$ cat src/core/abhp_pkg.sv
/*
  package for the byte-wide converter host port: timing constants, control
  byte field positions and sequencer states.
  assumes a 40 MHz system clock; no other file defines these values.
*/
package abhp_pkg;
  // system clock
  localparam int unsigned CLK_SYS_HZ      = 40_000_000;
  // conversion length in converter clocks
  localparam int unsigned CONV_CLOCKS     = 13;
  // acquisition length in converter clocks (external clock)
  localparam int unsigned ACQ_CLOCKS      = 3;
  // internal acquisition time with the on-chip clock, in ns
  localparam int unsigned ACQ_INT_NS      = 1000;
  // that time in system cycles, rounded down, at least one
  localparam int unsigned ACQ_INT_CYC_RAW = (ACQ_INT_NS * (CLK_SYS_HZ / 1_000_000)) / 1000;
  localparam int unsigned ACQ_INT_CYCLES  = (ACQ_INT_CYC_RAW < 1) ? 1 : ACQ_INT_CYC_RAW;
  // on-chip converter clock divider ratio (system cycles per converter clock)
  localparam int unsigned ONCHIP_DIV      = 5;
  // widths
  localparam int unsigned RESULT_W        = 10;
  localparam int unsigned BUS_W           = 8;
  // position of the acquisition mode bit in the control byte
  localparam int unsigned ACQ_MODE_POS    = 5;
  // value of the done line after reset (inactive, high)
  localparam logic        DONE_RESET      = 1'b1;

  // sequencer states
  typedef enum logic [1:0] {
    ABHP_IDLE,
    ABHP_ACQ_EXT,
    ABHP_ACQ_INT,
    ABHP_CONV
  } abhp_state_type;
endpackage

$ cat src/core/abhp_port.sv
/*
  byte-wide parallel host port of a 10-bit converter: strobe decoding,
  acquisition and conversion sequencing, done flag and result byte mux.
  assumes a 40 MHz system clock; all host pins are asynchronous and are
  synchronised here; result_in comes from the sar core on the same clock
  and is taken when the last converter clock of a conversion ends.
*/
`timescale 1ns/10ps
module abhp_port
  import abhp_pkg::*;
#(
  parameter int unsigned CONV_CNT = abhp_pkg::CONV_CLOCKS // converter clocks per conversion
) (
  input  wire logic                          clk_sys_in,        // 40 MHz system clock
  input  wire logic                          rst_b_in,          // async active-low reset
  input  wire logic                          cs_b_in,           // chip select, active low
  input  wire logic                          rd_b_in,           // read strobe, active low
  input  wire logic                          wr_b_in,           // write strobe, active low
  input  wire logic                          high_byte_select_in, // 1: upper two bits
  input  wire logic                          conv_clk_pin_in,   // external converter clock pin
  input  wire logic                          ext_clock_mode_in, // 1: use the clock pin
  input  wire logic [abhp_pkg::BUS_W-1:0]    data_in,           // bus level seen at the pins
  input  wire logic [abhp_pkg::RESULT_W-1:0] result_in,         // value from the sar core
  output logic      [abhp_pkg::BUS_W-1:0]    data_out,          // bus drive value
  output logic                               data_oe_b_out,     // low while driving the bus
  output logic                               done_b_out,        // done level, active low
  output logic                               done_oe_b_out,     // low while driving done
  output logic      [abhp_pkg::BUS_W-1:0]    control_byte_out,  // last latched control byte
  output logic                               sampling_out,      // track/hold in track
  output logic                               converting_out     // conversion running
);
  import abhp_pkg::*;

  initial begin
    if (CONV_CNT < 1 || CONV_CNT > 255) $error("abhp_port: CONV_CNT out of range");
  end

  // reset release: two flops so every flop leaves reset on the same edge
  logic rst_meta_q;
  logic rst_sync_q;
  always_ff @(posedge clk_sys_in or negedge rst_b_in) begin
    if (!rst_b_in) begin
      rst_meta_q <= 1'b0;
      rst_sync_q <= 1'b0;
    end else begin
      rst_meta_q <= 1'b1;
      rst_sync_q <= rst_meta_q;
    end
  end
  wire logic rst_b; // released reset used everywhere below

  assign rst_b = rst_sync_q;

  // every pin level passes two flops before use
  logic [2:0]       pins_s;   // synchronised strobes, preset to their idle high
  logic [1:0]       clks_s;   // synchronised clock pin and clock mode, preset low
  logic [BUS_W-1:0] data_s;   // synchronised bus
  abhp_sync #(.WIDTH(3), .RST_VAL(1'b1)) u_sync_ctl (
    .clk_in   (clk_sys_in),
    .rst_b_in (rst_b),
    .async_in ({cs_b_in, rd_b_in, wr_b_in}),
    .sync_out (pins_s)
  );
  // preset low like the clock edge history, so leaving reset makes no false fall
  abhp_sync #(.WIDTH(2), .RST_VAL(1'b0)) u_sync_clk (
    .clk_in   (clk_sys_in),
    .rst_b_in (rst_b),
    .async_in ({conv_clk_pin_in, ext_clock_mode_in}),
    .sync_out (clks_s)
  );
  abhp_sync #(.WIDTH(BUS_W), .RST_VAL(1'b0)) u_sync_dat (
    .clk_in   (clk_sys_in),
    .rst_b_in (rst_b),
    .async_in (data_in),
    .sync_out (data_s)
  );
  logic hbs_s; // high byte select, synchronised
  abhp_sync #(.WIDTH(1), .RST_VAL(1'b0)) u_sync_hbs (
    .clk_in   (clk_sys_in),
    .rst_b_in (rst_b),
    .async_in (high_byte_select_in),
    .sync_out (hbs_s)
  );

  wire logic cs_s;
  wire logic rd_s;
  wire logic wr_s;
  wire logic cclk_s;
  wire logic extclk_s;
  assign cs_s     = pins_s[2];
  assign rd_s     = pins_s[1];
  assign wr_s     = pins_s[0];
  assign cclk_s   = clks_s[1];
  assign extclk_s = clks_s[0];

  // edge history of synchronised strobes and clock pin
  logic rd_prev_q, rd_prev_d;
  logic wr_prev_q, wr_prev_d;
  logic cclk_prev_q, cclk_prev_d;
  logic [2:0] div_q, div_d; // on-chip clock divider

  // strobe events, qualified by chip select
  logic rd_fall;   // start of a read cycle
  logic wr_rise;   // end of a write pulse
  logic tick;      // one converter clock: falling edge of pin or divider
  always_comb begin
    rd_prev_d   = rd_s;
    wr_prev_d   = wr_s;
    cclk_prev_d = cclk_s;
    rd_fall     = !cs_s && rd_prev_q && !rd_s;
    wr_rise     = !cs_s && !wr_prev_q && wr_s;
    // on-chip clock is a divider enable; external clock counts pin falls
    div_d = (div_q == 3'(ONCHIP_DIV - 1)) ? 3'h0 : 3'(div_q + 3'h1);
    tick  = extclk_s ? (cclk_prev_q && !cclk_s) : (div_q == 3'h0);
  end

  always_ff @(posedge clk_sys_in or negedge rst_b) begin
    if (!rst_b) begin
      rd_prev_q   <= 1'b1;
      wr_prev_q   <= 1'b1;
      cclk_prev_q <= 1'b0;
      div_q       <= 3'h0;
    end else begin
      rd_prev_q   <= rd_prev_d;
      wr_prev_q   <= wr_prev_d;
      cclk_prev_q <= cclk_prev_d;
      div_q       <= div_d;
    end
  end

  // sequencer: acquisition, conversion and the done flag
  abhp_state_type   state_q, state_d;
  logic [9:0]       cnt_q, cnt_d;     // clocks or system cycles left
  logic [BUS_W-1:0] ctl_q, ctl_d;     // latched control byte
  logic [RESULT_W-1:0] res_q, res_d;  // held result
  logic             done_q, done_d;   // done level, active low

  always_comb begin
    state_d = state_q;
    cnt_d   = cnt_q;
    ctl_d   = ctl_q;
    res_d   = res_q;
    done_d  = done_q;
    // a read takes the done flag back high
    if (rd_fall) begin
      done_d = 1'b1;
    end
    case (state_q)
      ABHP_ACQ_EXT: begin
        // stays in track until the next write rise
        if (wr_rise) begin
          ctl_d   = data_s;
          done_d  = 1'b1;
          state_d = ABHP_CONV;
          cnt_d   = 10'(CONV_CNT);
        end
      end
      ABHP_ACQ_INT: begin
        // count three converter clocks, or 1 us of system time
        if (extclk_s ? tick : 1'b1) begin
          cnt_d = cnt_q - 10'h1;
          if (cnt_q == 10'h1) begin
            state_d = ABHP_CONV;
            cnt_d   = 10'(CONV_CNT);
          end
        end
      end
      ABHP_CONV: begin
        if (tick) begin
          cnt_d = cnt_q - 10'h1;
          if (cnt_q == 10'h1) begin
            state_d = ABHP_IDLE;
            res_d   = result_in;
            done_d  = 1'b0;
          end
        end
      end
      default: ; // idle: wait for a write
    endcase
    // a fresh control byte outside external track restarts acquisition,
    // aborting any conversion; its done clear wins over the conversion-end set above
    if (wr_rise && state_q != ABHP_ACQ_EXT) begin
      ctl_d  = data_s;
      done_d = 1'b1;
      if (data_s[ACQ_MODE_POS]) begin
        state_d = ABHP_ACQ_EXT;
      end else begin
        state_d = ABHP_ACQ_INT;
        cnt_d   = extclk_s ? 10'(ACQ_CLOCKS) : 10'(ACQ_INT_CYCLES);
      end
    end
  end

  always_ff @(posedge clk_sys_in or negedge rst_b) begin
    if (!rst_b) begin
      state_q <= ABHP_IDLE;
      cnt_q   <= 10'h000;
      ctl_q   <= 8'h00;
      res_q   <= 10'h000;
      done_q  <= DONE_RESET;
    end else begin
      state_q <= state_d;
      cnt_q   <= cnt_d;
      ctl_q   <= ctl_d;
      res_q   <= res_d;
      done_q  <= done_d;
    end
  end

  // pin drivers, all registered
  logic [BUS_W-1:0] dout_q, dout_d;
  logic dout_oe_q, dout_oe_d;
  logic done_oe_q, done_oe_d;
  logic samp_q, samp_d;
  logic conv_q, conv_d;
  always_comb begin
    // upper byte puts bit 9 on line 1 and bit 8 on line 0
    dout_d    = hbs_s ? {6'h00, res_q[9:8]} : res_q[7:0];
    // bus only while select and read are both low
    dout_oe_d = !(!cs_s && !rd_s);
    // done line floats while select is high
    done_oe_d = cs_s;
    samp_d    = (state_d == ABHP_ACQ_EXT) || (state_d == ABHP_ACQ_INT);
    conv_d    = (state_d == ABHP_CONV);
  end

  always_ff @(posedge clk_sys_in or negedge rst_b) begin
    if (!rst_b) begin
      dout_q    <= 8'h00;
      dout_oe_q <= 1'b1;
      done_oe_q <= 1'b1;
      samp_q    <= 1'b0;
      conv_q    <= 1'b0;
    end else begin
      dout_q    <= dout_d;
      dout_oe_q <= dout_oe_d;
      done_oe_q <= done_oe_d;
      samp_q    <= samp_d;
      conv_q    <= conv_d;
    end
  end

  assign data_out         = dout_q;
  assign data_oe_b_out    = dout_oe_q;
  assign done_b_out       = done_q;
  assign done_oe_b_out    = done_oe_q;
  assign control_byte_out = ctl_q;
  assign sampling_out     = samp_q;
  assign converting_out   = conv_q;
endmodule

$ cat src/core/abhp_sync.sv
/*
  two flip-flop synchroniser for a vector of asynchronous pin levels.
  assumes a single clock and an active-low async reset already released
  synchronously by the caller.
*/
`timescale 1ns/10ps
module abhp_sync #(
  parameter int unsigned WIDTH = 1,     // number of levels
  parameter logic        RST_VAL = 1'b1 // idle level of the pins
) (
  input  wire logic             clk_in,
  input  wire logic             rst_b_in,
  input  wire logic [WIDTH-1:0] async_in,
  output logic      [WIDTH-1:0] sync_out
);
  logic [WIDTH-1:0] meta_q; // first stage, read only by the second
  logic [WIDTH-1:0] meta_d;
  logic [WIDTH-1:0] sync_q; // second stage
  logic [WIDTH-1:0] sync_d;

  initial begin
    if (WIDTH < 1) $error("abhp_sync: WIDTH must be at least 1");
  end

  // next values: plain shift
  always_comb begin
    meta_d = async_in;
    sync_d = meta_q;
  end

  // registers, preset to the idle pin level
  always_ff @(posedge clk_in or negedge rst_b_in) begin
    if (!rst_b_in) begin
      meta_q <= {WIDTH{RST_VAL}};
      sync_q <= {WIDTH{RST_VAL}};
    end else begin
      meta_q <= meta_d;
      sync_q <= sync_d;
    end
  end

  assign sync_out = sync_q;
endmodule

$ cat config.mk
export PLATFORM = sky130hd
export DESIGN_NAME = abhp_port
export DESIGN_NICKNAME = d
export VERILOG_FILES = /design/src/core/abhp_pkg.sv /design/src/core/abhp_port.sv /design/src/core/abhp_sync.sv
export SDC_FILE = /design/constraint.sdc
export NUM_CORES = 1
export LEC_CHECK = 0
export BUFFER_PORTS_ARGS = -buffer_cell sky130_fd_sc_hd__buf_2
export CELL_PAD_IN_SITES_DETAIL_PLACEMENT = 1
export CELL_PAD_IN_SITES_GLOBAL_PLACEMENT = 1
export CORE_ASPECT_RATIO = 1.1
export CORE_MARGIN = 2
export CORE_UTILIZATION = 48
export CTS_CLUSTER_DIAMETER = 150
export DETAILED_ROUTE_END_ITERATION = 10
export MAX_ROUTING_LAYER = met4
export PLACE_DENSITY_LB_ADDON = 0.1
export RECOVER_POWER = 100
export SLEW_MARGIN = 0
export SYNTH_ARGS = -nofsm -noshare
export SYNTH_HDL_FRONTEND = slang
export SYNTH_SLANG_ARGS = --single-unit
$ cat constraint.sdc
create_clock -name clk_sys_in -period 6.7 [get_ports clk_sys_in]
set_clock_uncertainty 0.2 [all_clocks]
set_input_delay 1.675 -clock clk_sys_in [delete_from_list [all_inputs] [get_ports clk_sys_in]]
set_output_delay 1.675 -clock clk_sys_in [all_outputs]
set_load 0.005 [all_outputs]
==> metrics.md <==
| Metric | Value |
|---|---|
| Outcome | complete, but fails checks |
| Violated checks | capacitance limit, slew limit |
| Min Tclk post-route | 3.248 ns |
| Die area | around 7200 um2 |
| Nets | 337 |
| Fraction of layout cells with a size suffix above 1 | a little over a fifth |
| Core Box Area | 6269 um2 |
| Critical Path RT | between 6 and 7 ns |
| CTS Hold Bufs | 0 |
| GRT overflow | 0 |
| Clock Path Buffers | 2 |
| Slew margin rel. | -95.22% |
| Net Count, Synth | roughly 290 |
| Slew Viols, Final | 78 |
| TritonCTS clock tree | done |
| Via-to-Cell Ratio | 5.387 |
| Num rows | 30 |
| Final WL | 6642 um |
| Post-CTS setup buffer count | 0 |
| Fin util | roughly 58% |
| Sink Count | 79 |
| Number of synthesized flops with an enable pin | 0 |
| Mapped Avg Cell Area | roughly 12 um2 |
| Vias in the first global route | roughly 2200 |
| Initial Utilization | approximately half |
| Pwr dens | 337.8 nW/um2 |
| Max-Cap Viols | 1 |
| CP arrival | ~3.3 ns |
| Ys async rst share | between 90% and 100% |
| IR drop worst, VDD | about 200 uV |
| Flop2flop setup slack | approximately 3.5 ns |
| Mapped Cells | 260 |
| Aggregate negative setup slack | 0 ns |
| # IOs | 47 |
| Total number of vias | around 2100 |
| Port buffer count | 46 |
| Worst-margin pin slew | 2.928 ns |
| RSZ-0062 raised after global routing | no |
| HPWL after DPL | about 4600 um |
| P_leak | roughly 1.6 nW |
| FF+latch count, synth | 79 |
| Wire per inst | 17.03 um |
| Largest net degree at the start of global routing | 78 |
| Setup-failing EPs final | 0 |
| Final Hold Violating Endpoints | 0 |
| Root buffer cell | clkbuf_8 |
| Iteration-0 DRC Markers | approximately 120 |
| Worst Setup End Kind | flop |
| Min-delay worst type | flop to flop |
| GRT Overall Usage | between 20% and 30% |
| Worst-skew pair later-pin latency | between 0.3 and 0.4 ns |
| Final ANT Viol Nets | 0 |
| Layout area overhead | 14.81% |
| Yosys cell types | 55 |
| FMAX | just over 300 MHz |
| Post-CTS resize count | 0 |
| # diodes | 0 |
| Die Wd | about 81 um |
| First-pass GRT wire length | 10870 um |
| Sequential area share after synthesis | 63.36% |
| Die Y | 88.85 um |
| Worst setup SP type | flop |
| Clock transition at the registers of the reported paths | 0.08 ns |
| H-tree depth | 3 |
| Worst setup path class | flop to flop |
| Initial antenna violation count | 0 |
| Synth warn | 0 |
| Synth Flop Type | dfrtp_1 |
| TritonCTS Buffers | 9 |
| DRC viols | 0 |
| Post-synth design cell area | around 3100 um2 |
| Part of the cycle the worst path needs | between 40% and 50% |
| Detailed Routing Iterations Pass 1 | 4 |
| GPL Wtd Cong | between 0.8 and 0.9 |
| Critical Path Fanout Max | 12 |
## final timing paths
check / cells after the start / to / from
min reg2reg: 0 / u_sync_dat.sync_out[1]$_DFF_PN0_ / u_sync_dat.meta_q[1]$_DFF_PN0_
max in group asynchronous: 0 / data_out[0]$_DFF_PN0_ / rst_b$_DFF_PN0_
min in group asynchronous: 1 / rst_meta_q$_DFF_PN0_ / rst_b_in
max: 8 / sampling_out$_DFF_PN0_ / cnt_q[1]$_DFF_PN0_
min: 0 / u_sync_dat.sync_out[1]$_DFF_PN0_ / u_sync_dat.meta_q[1]$_DFF_PN0_
max reg2reg: 8 / sampling_out$_DFF_PN0_ / cnt_q[1]$_DFF_PN0_
## per-layer routing
| layer | vias up | wire length, um | GRT usage, % |
|---|---|---|---|
| li1 | 991 | - | - |
| met5 | - | 0 | - |
| met2 | 38 | 3399 | 34.64 |
| met3 | 13 | 201 | 4.898 |
| met1 | 1059 | 2896 | 25.88 |
| met4 | 0 | 145 | 10.63 |
## where the power goes
group          internal [mW]  leakage (nW)  total [mW]  switching [mW]
logic                 0.0902         0.606       0.186          0.0953
clock network          0.247         0.117       0.416           0.169
registers              0.539         0.924       0.617          0.0780
total                  0.876          1.65        1.22           0.342
## layout by cell type, fill, tap and decap left out, types with 2 or more instances in the layout
cell type	instances
dfrtp_1	68
buf_2	33
nand2_1	30
clkbuf_1	14
o21ai_0	13
nor2b_1	11
nor2_1	11
a21oi_1	11
inv_1	10
mux2_1	10
clkbuf_8	9
dfstp_2	8
nor3_1	6
or3_1	6
nand2b_1	5
nand4_1	5
ha_1	5
a311oi_1	4
nor3b_1	3
o21a_1	3
bufinv_16	3
dfstp_1	3
or4b_1	2
or4_4	2
or2_2	2
o211ai_1	2
nand3_1	2
a22oi_1	2
mux2_2	2
clkinv_4	2
## synthesized netlist by cell type (2+ instances only)
cell type  instances  share of area [%]
o21ai_1            2               0.32
a311oi_1           4                1.1
mux2_1            10                3.6
dfstp_2           11                9.2
nand2_1           30                3.6
or2_2              2               0.40
dfrtp_1           68                 54
o211ai_1           2               0.48
nor3b_1            3               0.72
a22oi_1            2               0.48
nand4_1            5                1.0
o21ai_0           11                1.8
or3_1              5                1.0
or4_4              2               0.72
inv_1             10                1.2
a21oi_1           11                1.8
mux2_2             2               0.72
nor2_1            10                1.2
nor2b_1           11                2.2
nand2b_1           5                1.0
o21a_1             2               0.48
ha_1               5                2.0
clkbuf_1           9                1.1
nor3_1             5               0.80
buf_2              2               0.32
nand3_1            2               0.32
## kinds of logic after synthesis
group                    synth area share, %
other                                 0.1194
buffers and inverters                  2.947
adder cells (fa/ha/maj)                1.991
AO/OA/AOI/OAI                          10.27
flip-flops                             63.36
multiplexers                           4.620
AND/OR/NAND/NOR                        16.69
## cell type report
| class | instances | area [um2] |
|---|---|---|
| Clock buffer | 10 | 127.6 |
| Fill cell | 686 | 2661 |
| Sequential cell | 79 | 1991 |
| Tap cell | 80 | 100.1 |
| Clock inverter | 5 | 107.6 |
| Inverter | 10 | 37.54 |
| Multi-Input combinational cell | 159 | 1022 |
| Timing Repair Buffer | 47 | 221.5 |
## registers in the layout, summed over array words and instances, names as in the netlist, 8 cells and up
signal and flops:
u_sync_dat.sync_out 8, res_q 10, cnt_q 10, control_byte_out 8, data_out 8, u_sync_dat.meta_q 8
## worst max-delay path, cell delays in order, from the launching register on
cell,delay (ns)
dfrtp_1,0.42
inv_1,0.09
ha_1,0.14
or4b_1,0.49
nor3_1,0.39
nand4_1,0.65
o21ai_0,0.30
a21oi_1,0.13
ha_1,0.33
## through the flow
stage                     area [um2]  setup WS (ns)  instances  power [mW]  hold slack [ns]
after floorplan                 3142          4.156        260      0.7558           0.1312
after global placement          3428          3.774        375      0.8177           0.1314
after detailed placement        3428          3.693        375      0.8301           0.1363
after CTS                       3664          3.597        390       1.254           0.1532
after global routing            3607          3.018        390       1.289           0.1611
final                           3607          3.452        390       1.218           0.1489
No activity file was read; power rests on OpenSTA's default activity.
